[src/logic/hbls_consts.svh]
// constants for the host bus byte-lane steering block
`ifndef HBLS_CONSTS_SVH
`define HBLS_CONSTS_SVH

// ****************************************************************
// widths
// ****************************************************************
`define HBLS_ADDR_W       8
`define HBLS_DATA_W       16

// ****************************************************************
// register map selection
// ****************************************************************
// low-strap map is the high-strap map with these address bits flipped
`define HBLS_BIG_MAP_XOR  8'h03

// ****************************************************************
// reset values
// ****************************************************************
`define HBLS_STRAP_RST    1'b1
`define HBLS_ADDR_RST     8'h00
`define HBLS_DATA_RST     16'h0000

// ****************************************************************
// timing counts
// ****************************************************************
// clock edges from the taking edge to the first edge that samples the answer high
`define HBLS_ACK_LAT      3

`endif

[src/logic/hbls_pkg.sv]
// types and lane decode functions for the byte-lane steering block
`include "hbls_consts.svh"

package hbls_pkg;

   // ****************************************************************
   // transfer kinds and controller states
   // ****************************************************************
   typedef enum logic [1:0] {
      XFER_BYTE   = 2'h0,  // lone byte, lane from address bit 0
      XFER_WORD   = 2'h1,  // plain 16-bit word, never reordered
      XFER_STREAM = 2'h2   // two successive stream bytes
   } hbls_xfer_type;

   // gray codes along idle -> issue -> core -> answer
   typedef enum logic [1:0] {
      ST_IDLE   = 2'h0,
      ST_ISSUE  = 2'h1,
      ST_CORE   = 2'h3,
      ST_ANSWER = 2'h2
   } hbls_state_type;

   // ****************************************************************
   // shared decode
   // ****************************************************************
   // true when a lone byte sits on the upper lane
   function automatic logic hbls_hi_lane(input logic strap, input logic a0);
      hbls_hi_lane = strap ? a0 : ~a0;
   endfunction

   // exchange the two lanes of a word
   function automatic logic [15:0] hbls_swap(input logic [15:0] w);
      hbls_swap = {w[7:0], w[15:8]};
   endfunction

endpackage

[src/logic/hbls_lane_if.sv]
// carrier between the steering controller and its lane mapper
`timescale 1ns/1ps
`include "hbls_consts.svh"

interface hbls_lane_if;
   logic                       strap;      // strap level held for this transfer
   hbls_pkg::hbls_xfer_type    kind;       // transfer kind
   logic [`HBLS_ADDR_W-1:0]    host_addr;  // address as the host gave it
   logic [`HBLS_DATA_W-1:0]    host_wdata; // host bus word as written
   logic [`HBLS_DATA_W-1:0]    core_rdata; // core word, stream first byte low
   logic [`HBLS_ADDR_W-1:0]    core_addr;  // address in the internal map
   logic [`HBLS_DATA_W-1:0]    core_wdata; // write word, stream first byte low
   logic [`HBLS_DATA_W-1:0]    bus_rdata;  // read word placed on host lanes

   modport ctrl (output strap, kind, host_addr, host_wdata, core_rdata,
                 input core_addr, core_wdata, bus_rdata);
   modport mapper (input strap, kind, host_addr, host_wdata, core_rdata,
                   output core_addr, core_wdata, bus_rdata);
endinterface

[src/logic/hbls_lane_map.sv]
// lane placement, byte ordering and register map selection
`timescale 1ns/1ps
`include "hbls_consts.svh"

module hbls_lane_map (
   // carrier from the controller
   hbls_lane_if.mapper lane
);

   // ****************************************************************
   // lane decode
   // ****************************************************************
   logic hi_lane;  // lone byte on the upper lane
   assign hi_lane = hbls_pkg::hbls_hi_lane(lane.strap, lane.host_addr[0]);

   // map choice follows the strap level latched for the transfer
   assign lane.core_addr = lane.strap ? lane.host_addr
                                      : (lane.host_addr ^ `HBLS_BIG_MAP_XOR);

   // host write word into canonical order
   always_comb begin
      case (lane.kind)
         hbls_pkg::XFER_BYTE: begin
            // lone byte taken from the lane the address selects
            lane.core_wdata = {8'h00, hi_lane ? lane.host_wdata[15:8]
                                              : lane.host_wdata[7:0]};
         end
         hbls_pkg::XFER_STREAM: begin
            // high strap: low lane first; low strap: high lane first
            lane.core_wdata = lane.strap ? lane.host_wdata
                                         : hbls_pkg::hbls_swap(lane.host_wdata);
         end
         default: begin
            // plain words keep their layout whatever the strap
            lane.core_wdata = lane.host_wdata;
         end
      endcase
   end

   // canonical core word onto host lanes
   always_comb begin
      case (lane.kind)
         hbls_pkg::XFER_BYTE: begin
            // unused lane reads zero so a wrong-lane read is obvious
            lane.bus_rdata = hi_lane ? {lane.core_rdata[7:0], 8'h00}
                                     : {8'h00, lane.core_rdata[7:0]};
         end
         hbls_pkg::XFER_STREAM: begin
            lane.bus_rdata = lane.strap ? lane.core_rdata
                                        : hbls_pkg::hbls_swap(lane.core_rdata);
         end
         default: begin
            lane.bus_rdata = lane.core_rdata;
         end
      endcase
   end

endmodule

[src/logic/hbls_lane_steer.sv]
// host bus byte-lane steering controller, top of the block
`timescale 1ns/1ps
`include "hbls_consts.svh"

module hbls_lane_steer (
   // clock and reset
   input  wire logic                       core_clk,
   input  wire logic                       rstn,
   // lane-order strap pin
   input  wire logic                       lane_order_pin,
   // host request
   input  wire logic                       req_valid,
   input  wire logic                       req_write,
   input  wire hbls_pkg::hbls_xfer_type    req_kind,
   input  wire logic [`HBLS_ADDR_W-1:0]    req_addr,
   input  wire logic [`HBLS_DATA_W-1:0]    ad_in,
   // host answer, data pins split into out and enable
   output logic [`HBLS_DATA_W-1:0]         ad_out,
   output logic                            ad_oe,
   output logic                            host_ack,
   output logic                            host_ready,
   // internal core side
   output logic                            core_wr,
   output logic                            core_rd,
   output hbls_pkg::hbls_xfer_type         core_kind,
   output logic [`HBLS_ADDR_W-1:0]         core_addr,
   output logic [`HBLS_DATA_W-1:0]         core_wdata,
   input  wire logic [`HBLS_DATA_W-1:0]    core_rdata
);

   // ****************************************************************
   // strap synchroniser
   // ****************************************************************
   logic strap_s1_q;  // first stage, read only by the second
   logic strap_s2_q;  // second stage
   logic strap_s3_q;  // third stage
   logic strap_q;     // filtered strap level

   // three stages; a new level counts once stages two and three agree
   always_ff @(posedge core_clk or negedge rstn) begin
      if (!rstn) begin
         strap_s1_q <= `HBLS_STRAP_RST;
         strap_s2_q <= `HBLS_STRAP_RST;
         strap_s3_q <= `HBLS_STRAP_RST;
         strap_q    <= `HBLS_STRAP_RST;
      end else begin
         strap_s1_q <= lane_order_pin;
         strap_s2_q <= strap_s1_q;
         strap_s3_q <= strap_s2_q;
         if (strap_s2_q == strap_s3_q) begin
            strap_q <= strap_s3_q;
         end
      end
   end

   // ****************************************************************
   // transfer sequencing
   // ****************************************************************
   hbls_pkg::hbls_state_type  state_q;    // controller state
   hbls_pkg::hbls_state_type  state_d;    // next state
   logic                      take;       // request taken this cycle

   assign take = req_valid && (state_q == hbls_pkg::ST_IDLE);

   // fixed walk, no branch looks at the strap
   always_comb begin
      case (state_q)
         hbls_pkg::ST_IDLE:   state_d = take ? hbls_pkg::ST_ISSUE : hbls_pkg::ST_IDLE;
         hbls_pkg::ST_ISSUE:  state_d = hbls_pkg::ST_CORE;
         hbls_pkg::ST_CORE:   state_d = hbls_pkg::ST_ANSWER;
         hbls_pkg::ST_ANSWER: state_d = hbls_pkg::ST_IDLE;
         default:             state_d = hbls_pkg::ST_IDLE;
      endcase
   end

   // state register
   always_ff @(posedge core_clk or negedge rstn) begin
      if (!rstn) begin
         state_q <= hbls_pkg::ST_IDLE;
      end else begin
         state_q <= state_d;
      end
   end

   // ****************************************************************
   // request capture
   // ****************************************************************
   logic                      xfer_strap_q;  // strap frozen per transfer
   logic                      write_q;       // captured direction
   hbls_pkg::hbls_xfer_type   kind_q;        // captured kind
   logic [`HBLS_ADDR_W-1:0]   addr_q;        // captured host address
   logic [`HBLS_DATA_W-1:0]   wdata_q;       // captured host write word

   // freezing the strap keeps both bytes of one transfer in one order
   always_ff @(posedge core_clk or negedge rstn) begin
      if (!rstn) begin
         xfer_strap_q <= `HBLS_STRAP_RST;
         write_q      <= 1'b0;
         kind_q       <= hbls_pkg::XFER_BYTE;
         addr_q       <= `HBLS_ADDR_RST;
         wdata_q      <= `HBLS_DATA_RST;
      end else if (take) begin
         xfer_strap_q <= strap_q;
         write_q      <= req_write;
         kind_q       <= req_kind;
         addr_q       <= req_addr;
         wdata_q      <= ad_in;
      end
   end

   // ****************************************************************
   // lane mapper
   // ****************************************************************
   hbls_lane_if lane ();

   assign lane.strap      = xfer_strap_q;
   assign lane.kind       = kind_q;
   assign lane.host_addr  = addr_q;
   assign lane.host_wdata = wdata_q;
   assign lane.core_rdata = core_rdata;

   hbls_lane_map u_map (
      .lane (lane.mapper)
   );

   // ****************************************************************
   // core side strobes
   // ****************************************************************
   // one-cycle strobe while in the core state
   always_ff @(posedge core_clk or negedge rstn) begin
      if (!rstn) begin
         core_wr    <= 1'b0;
         core_rd    <= 1'b0;
         core_kind  <= hbls_pkg::XFER_BYTE;
         core_addr  <= `HBLS_ADDR_RST;
         core_wdata <= `HBLS_DATA_RST;
      end else begin
         core_wr <= (state_q == hbls_pkg::ST_ISSUE) && write_q;
         core_rd <= (state_q == hbls_pkg::ST_ISSUE) && !write_q;
         if (state_q == hbls_pkg::ST_ISSUE) begin
            core_kind  <= kind_q;
            core_addr  <= lane.core_addr;
            core_wdata <= lane.core_wdata;
         end
      end
   end

   // ****************************************************************
   // host answer
   // ****************************************************************
   // ack and drive timing tie to the state walk only
   always_ff @(posedge core_clk or negedge rstn) begin
      if (!rstn) begin
         ad_out     <= `HBLS_DATA_RST;
         ad_oe      <= 1'b0;
         host_ack   <= 1'b0;
         host_ready <= 1'b0;
      end else begin
         host_ack   <= (state_q == hbls_pkg::ST_CORE);
         ad_oe      <= (state_q == hbls_pkg::ST_CORE) && !write_q;
         host_ready <= (state_d == hbls_pkg::ST_IDLE);
         if ((state_q == hbls_pkg::ST_CORE) && !write_q) begin
            ad_out <= lane.bus_rdata;
         end
      end
   end

   // ****************************************************************
   // checks
   // ****************************************************************
   a_ack_fixed_lat: assert property (
      @(posedge core_clk) disable iff (!rstn)
      take |-> !host_ack [*3] ##1 host_ack)
      else $error("answer not on the fixed cycle");

   a_ack_pulse_oe: assert property (
      @(posedge core_clk) disable iff (!rstn)
      host_ack |-> (ad_oe == !write_q) ##1 (!host_ack && !ad_oe))
      else $error("answer or drive held too long");

   a_map_select: assert property (
      @(posedge core_clk) disable iff (!rstn)
      (core_wr || core_rd) |->
         core_addr == (xfer_strap_q ? addr_q : (addr_q ^ `HBLS_BIG_MAP_XOR)))
      else $error("wrong register map");

   a_word_straight: assert property (
      @(posedge core_clk) disable iff (!rstn)
      (core_wr && core_kind == hbls_pkg::XFER_WORD) |-> core_wdata == wdata_q)
      else $error("plain word reordered");

   a_stream_lo_first: assert property (
      @(posedge core_clk) disable iff (!rstn)
      (core_wr && core_kind == hbls_pkg::XFER_STREAM && xfer_strap_q) |->
         core_wdata[7:0] == wdata_q[7:0] && core_wdata[15:8] == wdata_q[15:8])
      else $error("stream order wrong, strap high");

   a_stream_hi_first: assert property (
      @(posedge core_clk) disable iff (!rstn)
      (core_wr && core_kind == hbls_pkg::XFER_STREAM && !xfer_strap_q) |->
         core_wdata[7:0] == wdata_q[15:8] && core_wdata[15:8] == wdata_q[7:0])
      else $error("stream order wrong, strap low");

   a_byte_lane_high: assert property (
      @(posedge core_clk) disable iff (!rstn)
      (host_ack && !write_q && kind_q == hbls_pkg::XFER_BYTE && xfer_strap_q) |->
         ad_out == (addr_q[0] ? {$past(core_rdata[7:0]), 8'h00}
                              : {8'h00, $past(core_rdata[7:0])}))
      else $error("byte lane wrong, strap high");

   a_byte_lane_low: assert property (
      @(posedge core_clk) disable iff (!rstn)
      (core_wr && core_kind == hbls_pkg::XFER_BYTE && !xfer_strap_q) |->
         core_wdata[7:0] == (addr_q[0] ? wdata_q[7:0] : wdata_q[15:8]))
      else $error("byte lane wrong, strap low");

endmodule

[config.mk]
export PLATFORM = sky130hd
export DESIGN_NAME = hbls_lane_steer
export DESIGN_NICKNAME = d
export VERILOG_FILES = /design/src/logic/hbls_pkg.sv /design/src/logic/hbls_lane_if.sv /design/src/logic/hbls_lane_map.sv /design/src/logic/hbls_lane_steer.sv
export VERILOG_INCLUDE_DIRS = /design/src /design/src/logic
export SDC_FILE = /design/constraint.sdc
export NUM_CORES = 1
export LEC_CHECK = 0
export ABC_AREA = 1
export BUFFER_PORTS_ARGS = -buffer_cell sky130_fd_sc_hd__buf_2
export CORE_MARGIN = 1
export CORE_UTILIZATION = 30
export CTS_CLUSTER_SIZE = 10
export DETAILED_ROUTE_END_ITERATION = 6
export PLACE_DENSITY = 0.62
export REMOVE_ABC_BUFFERS = 1
export SETUP_SLACK_MARGIN = 0.5
export SLEW_MARGIN = 20
export SYNTH_ARGS = -nofsm -noshare
export SYNTH_HDL_FRONTEND = slang
export SYNTH_SLANG_ARGS = --single-unit
[constraint.sdc]
create_clock -name core_clk -period 2.55 [get_ports core_clk]
set_input_delay 0.255 -clock core_clk [delete_from_list [all_inputs] [get_ports core_clk]]
set_output_delay 0.255 -clock core_clk [all_outputs]
set_load 0.01 [all_outputs]
==> results.json <==
{
  "run_status": "complete, but fails checks",
  "violated_checks": "hold timing",
  "post_drt_wl_per_cell_um": 13.9,
  "clk_path_buf_depth": 2,
  "layout_common_cells": "nand2_1 (105), buf_2 (92), dfrtp_1 (76), a21oi_1 (40), nand3_1 (40)",
  "final_common_cell": "nand2_1",
  "yosys.area.top_type": "dfrtp_1",
  "die_boundary_width_um": 109,
  "postCtsSetupRepairBufs": 0,
  "grt_setup_unrepaired": "false",
  "fill_cells": 1125,
  "cts_root_buf": "clkbuf_16",
  "synth.yosys.seq_area_share_pct": 58.8,
  "r2r_setup_slack_ns": 0.90,
  "postSynthRegisterBits": 81,
  "worst_hold_slack_ns": -0.0475,
  "worst_ep_required_time_ns": 2.82,
  "crit_path_max_fanout": 17,
  "fin_tns_setup_ns": 0,
  "tritoncts": "done",
  "post_layout_nonfiller_instances": 624,
  "cts_repair_resize_count": 0,
  "cts_buffers": 9,
  "antenna_cells": 0,
  "drive_gt1_share_pct": 27.5,
  "design.die.area_um2": 12000,
  "worst-setup-path-type": "reg -> reg",
  "die_outline_height_um": 109,
  "worstHoldPathType": "in -> async",
  "avgSynthCellArea_um2": 8.89,
  "start_kind": "flop",
  "data_arrival_time_of_the_critical_path_ns": 1.92,
  "dp.final_hpwl_mm": 5.90,
  "numPlacedInstances": 608,
  "grt_start_max_net_pins": 82,
  "final.min_clock_period_ns": 1.65,
  "io_buffers": 93,
  "timing.critical_path.to_type": "flop",
  "finalClockSkew_ns": 0.00510,
  "max_slew.worst_pin.slew_ns": 0.926,
  "finalNetCount": 526,
  "global_route_wire_length_before_repair_mm": 14.0,
  "detailedRoute.firstPassIterationCount": 5,
  "max_cap_violations": 0,
  "ys.warnings.count": 0,
  "drc": 0,
  "antenna_found_initial": 0,
  "ant_nets": 0,
  "slew-limit-headroom_pct": 38.2,
  "dpl_worst_slack_ns": 0.927,
  "hold_viol": 71,
  "synth_top_cell_area_share_pct": 55.0,
  "power_density_nw_per_um2": 1390,
  "p_leak_nw": 2.23,
  "timing_max_transition_violations_final": 0,
  "synth.top_cells.by_area": "dfrtp_1 (55%), nand2_1 (11%), a21oi_1 (5.8%), nand3_1 (5.8%), dfstp_2 (3.8%)",
  "detail_route.vias_per_cell": 4.61,
  "synthDistinctLibCells": 24,
  "maximum_vdd_drop_uv": 479,
  "detail_route.wirelength_mm": 8.69,
  "detailedRoute.firstIterationViolations": 253,
  "initial_core_util_pct": 31.4,
  "grt_pass1_vias": 2790,
  "io_pins": 94,
  "num_vias": 2876,
  "rows": 38,
  "fin_total_pwr_w": 0.00607,
  "area_added_between_synthesis_and_finish_pct": 26.0,
  "finalWeightedCongestion": 0.790,
  "grt-ovfl-total": 0,
  "clock_insertion_delay_worst_skew_ns": 0.33,
  "global_route_usage_sum_pct": 15.5,
  "syn-cell-area_um2": 3460,
  "final_critical_path_setup_slack_ns": 0.902,
  "core_um2": 11000,
  "clkTransAtPathRegs_ns": 0.07,
  "finalSetupViolations": 0,
  "post_synth_inst_count": 389,
  "postCtsHoldBufs": 0,
  "ctsHtreeMaxLevel": 3,
  "max_freq_mhz": 607,
  "layout_worst_path_cycle_share_pct": 64.6,
  "clock_sinks": 81
}
-- cell families after synthesis --
group / Yosys count / share of synthesized area (%)
simple gates: 185 / 23.7
flops: 81 / 58.8
compound gates: 67 / 9.73
buf+inv: 54 / 7.30
xor+xnor: 1 / 0.253
fa+ha+maj: 1 / 0.289
-- registers in the layout (all words and copies together) (netlist names), 2 cells and up --
name / count
core_wdata: 16
addr_q: 8
core_kind: 2
kind_q: 2
ad_out: 16
lane.host_wdata: 16
core_addr: 8
state_q: 2
-- layer usage --
metal	vias up	GRT usage, %	wire, um
met5	-	0	0
met4	0	4.29	100
met3	11	3.62	540
met2	116	25.2	4050
met1	1330	20.7	3990
li1	1419	-	-
-- synthesized netlist by cell type --
cell type / instances
inv_1: 33
clkbuf_2: 1
dfrtp_1: 76
a31oi_1: 1
nor2_8: 1
buf_6: 4
nand2_2: 4
dfstp_2: 5
nand3_4: 1
a21oi_1: 40
buf_2: 9
nand3_2: 1
nand2_1: 105
xor2_1: 1
nor2_2: 2
o21ai_0: 26
buf_4: 2
clkbuf_1: 1
maj3_1: 1
nand3_1: 40
inv_2: 4
nor2_1: 28
nor2_4: 2
nand2_4: 1
-- worst max-delay path, stage by stage, from the launching register on --
cell and delay [ns]:
dfstp_2 0.59, nand2_1 0.08, nand2_2 0.32, inv_1 0.27, nand3_1 0.16, nand3_1 0.09
nand2_1 0.07
-- where the power goes --
part	internal (W)	switching, W	total (W)
Sequential	0.00189	0.000362	0.00226
Combinational	0.000841	0.00156	0.00240
Clock	0.000866	0.000542	0.00141
-- stage by stage --
stage                     util, %  instance area [um2]  hold WS [ns]
after floorplan                 -                 3350       -0.0406
after global routing         39.5                 4360       0.00882
final                        39.5                 4360       -0.0475
after CTS                    39.5                 4350        0.0119
after global placement       36.5                 4030         0.352
after detailed placement     36.5                 4030         0.354
-- layout make-up --
type                       count  area [um2]  share of cell area (%)
timing repair buffer          96         507                    11.6
sequential                    81        2030                    46.7
multi-input combinational    254        1180                    27.0
clock inverter                 7         100                    2.30
clock buffer                   9         225                    5.17
tap                          140         175                    4.02
inverter                      37         139                    3.19
-- worst paths after layout --
kind                       depth (start not counted)      startpoint       endpoint
min in group core_clk                              1  lane_order_pin     strap_s1_q
setup reg to reg                                   6      lane.strap  core_wdata[2]
hold reg to reg                                    0      strap_s1_q     strap_s2_q
setup / recovery                                   6      lane.strap  core_wdata[2]
hold / removal                                     1            rstn          ad_oe
max in group asynchronous                          1            rstn        core_wr
No activity file was read; power rests on OpenSTA's default activity.
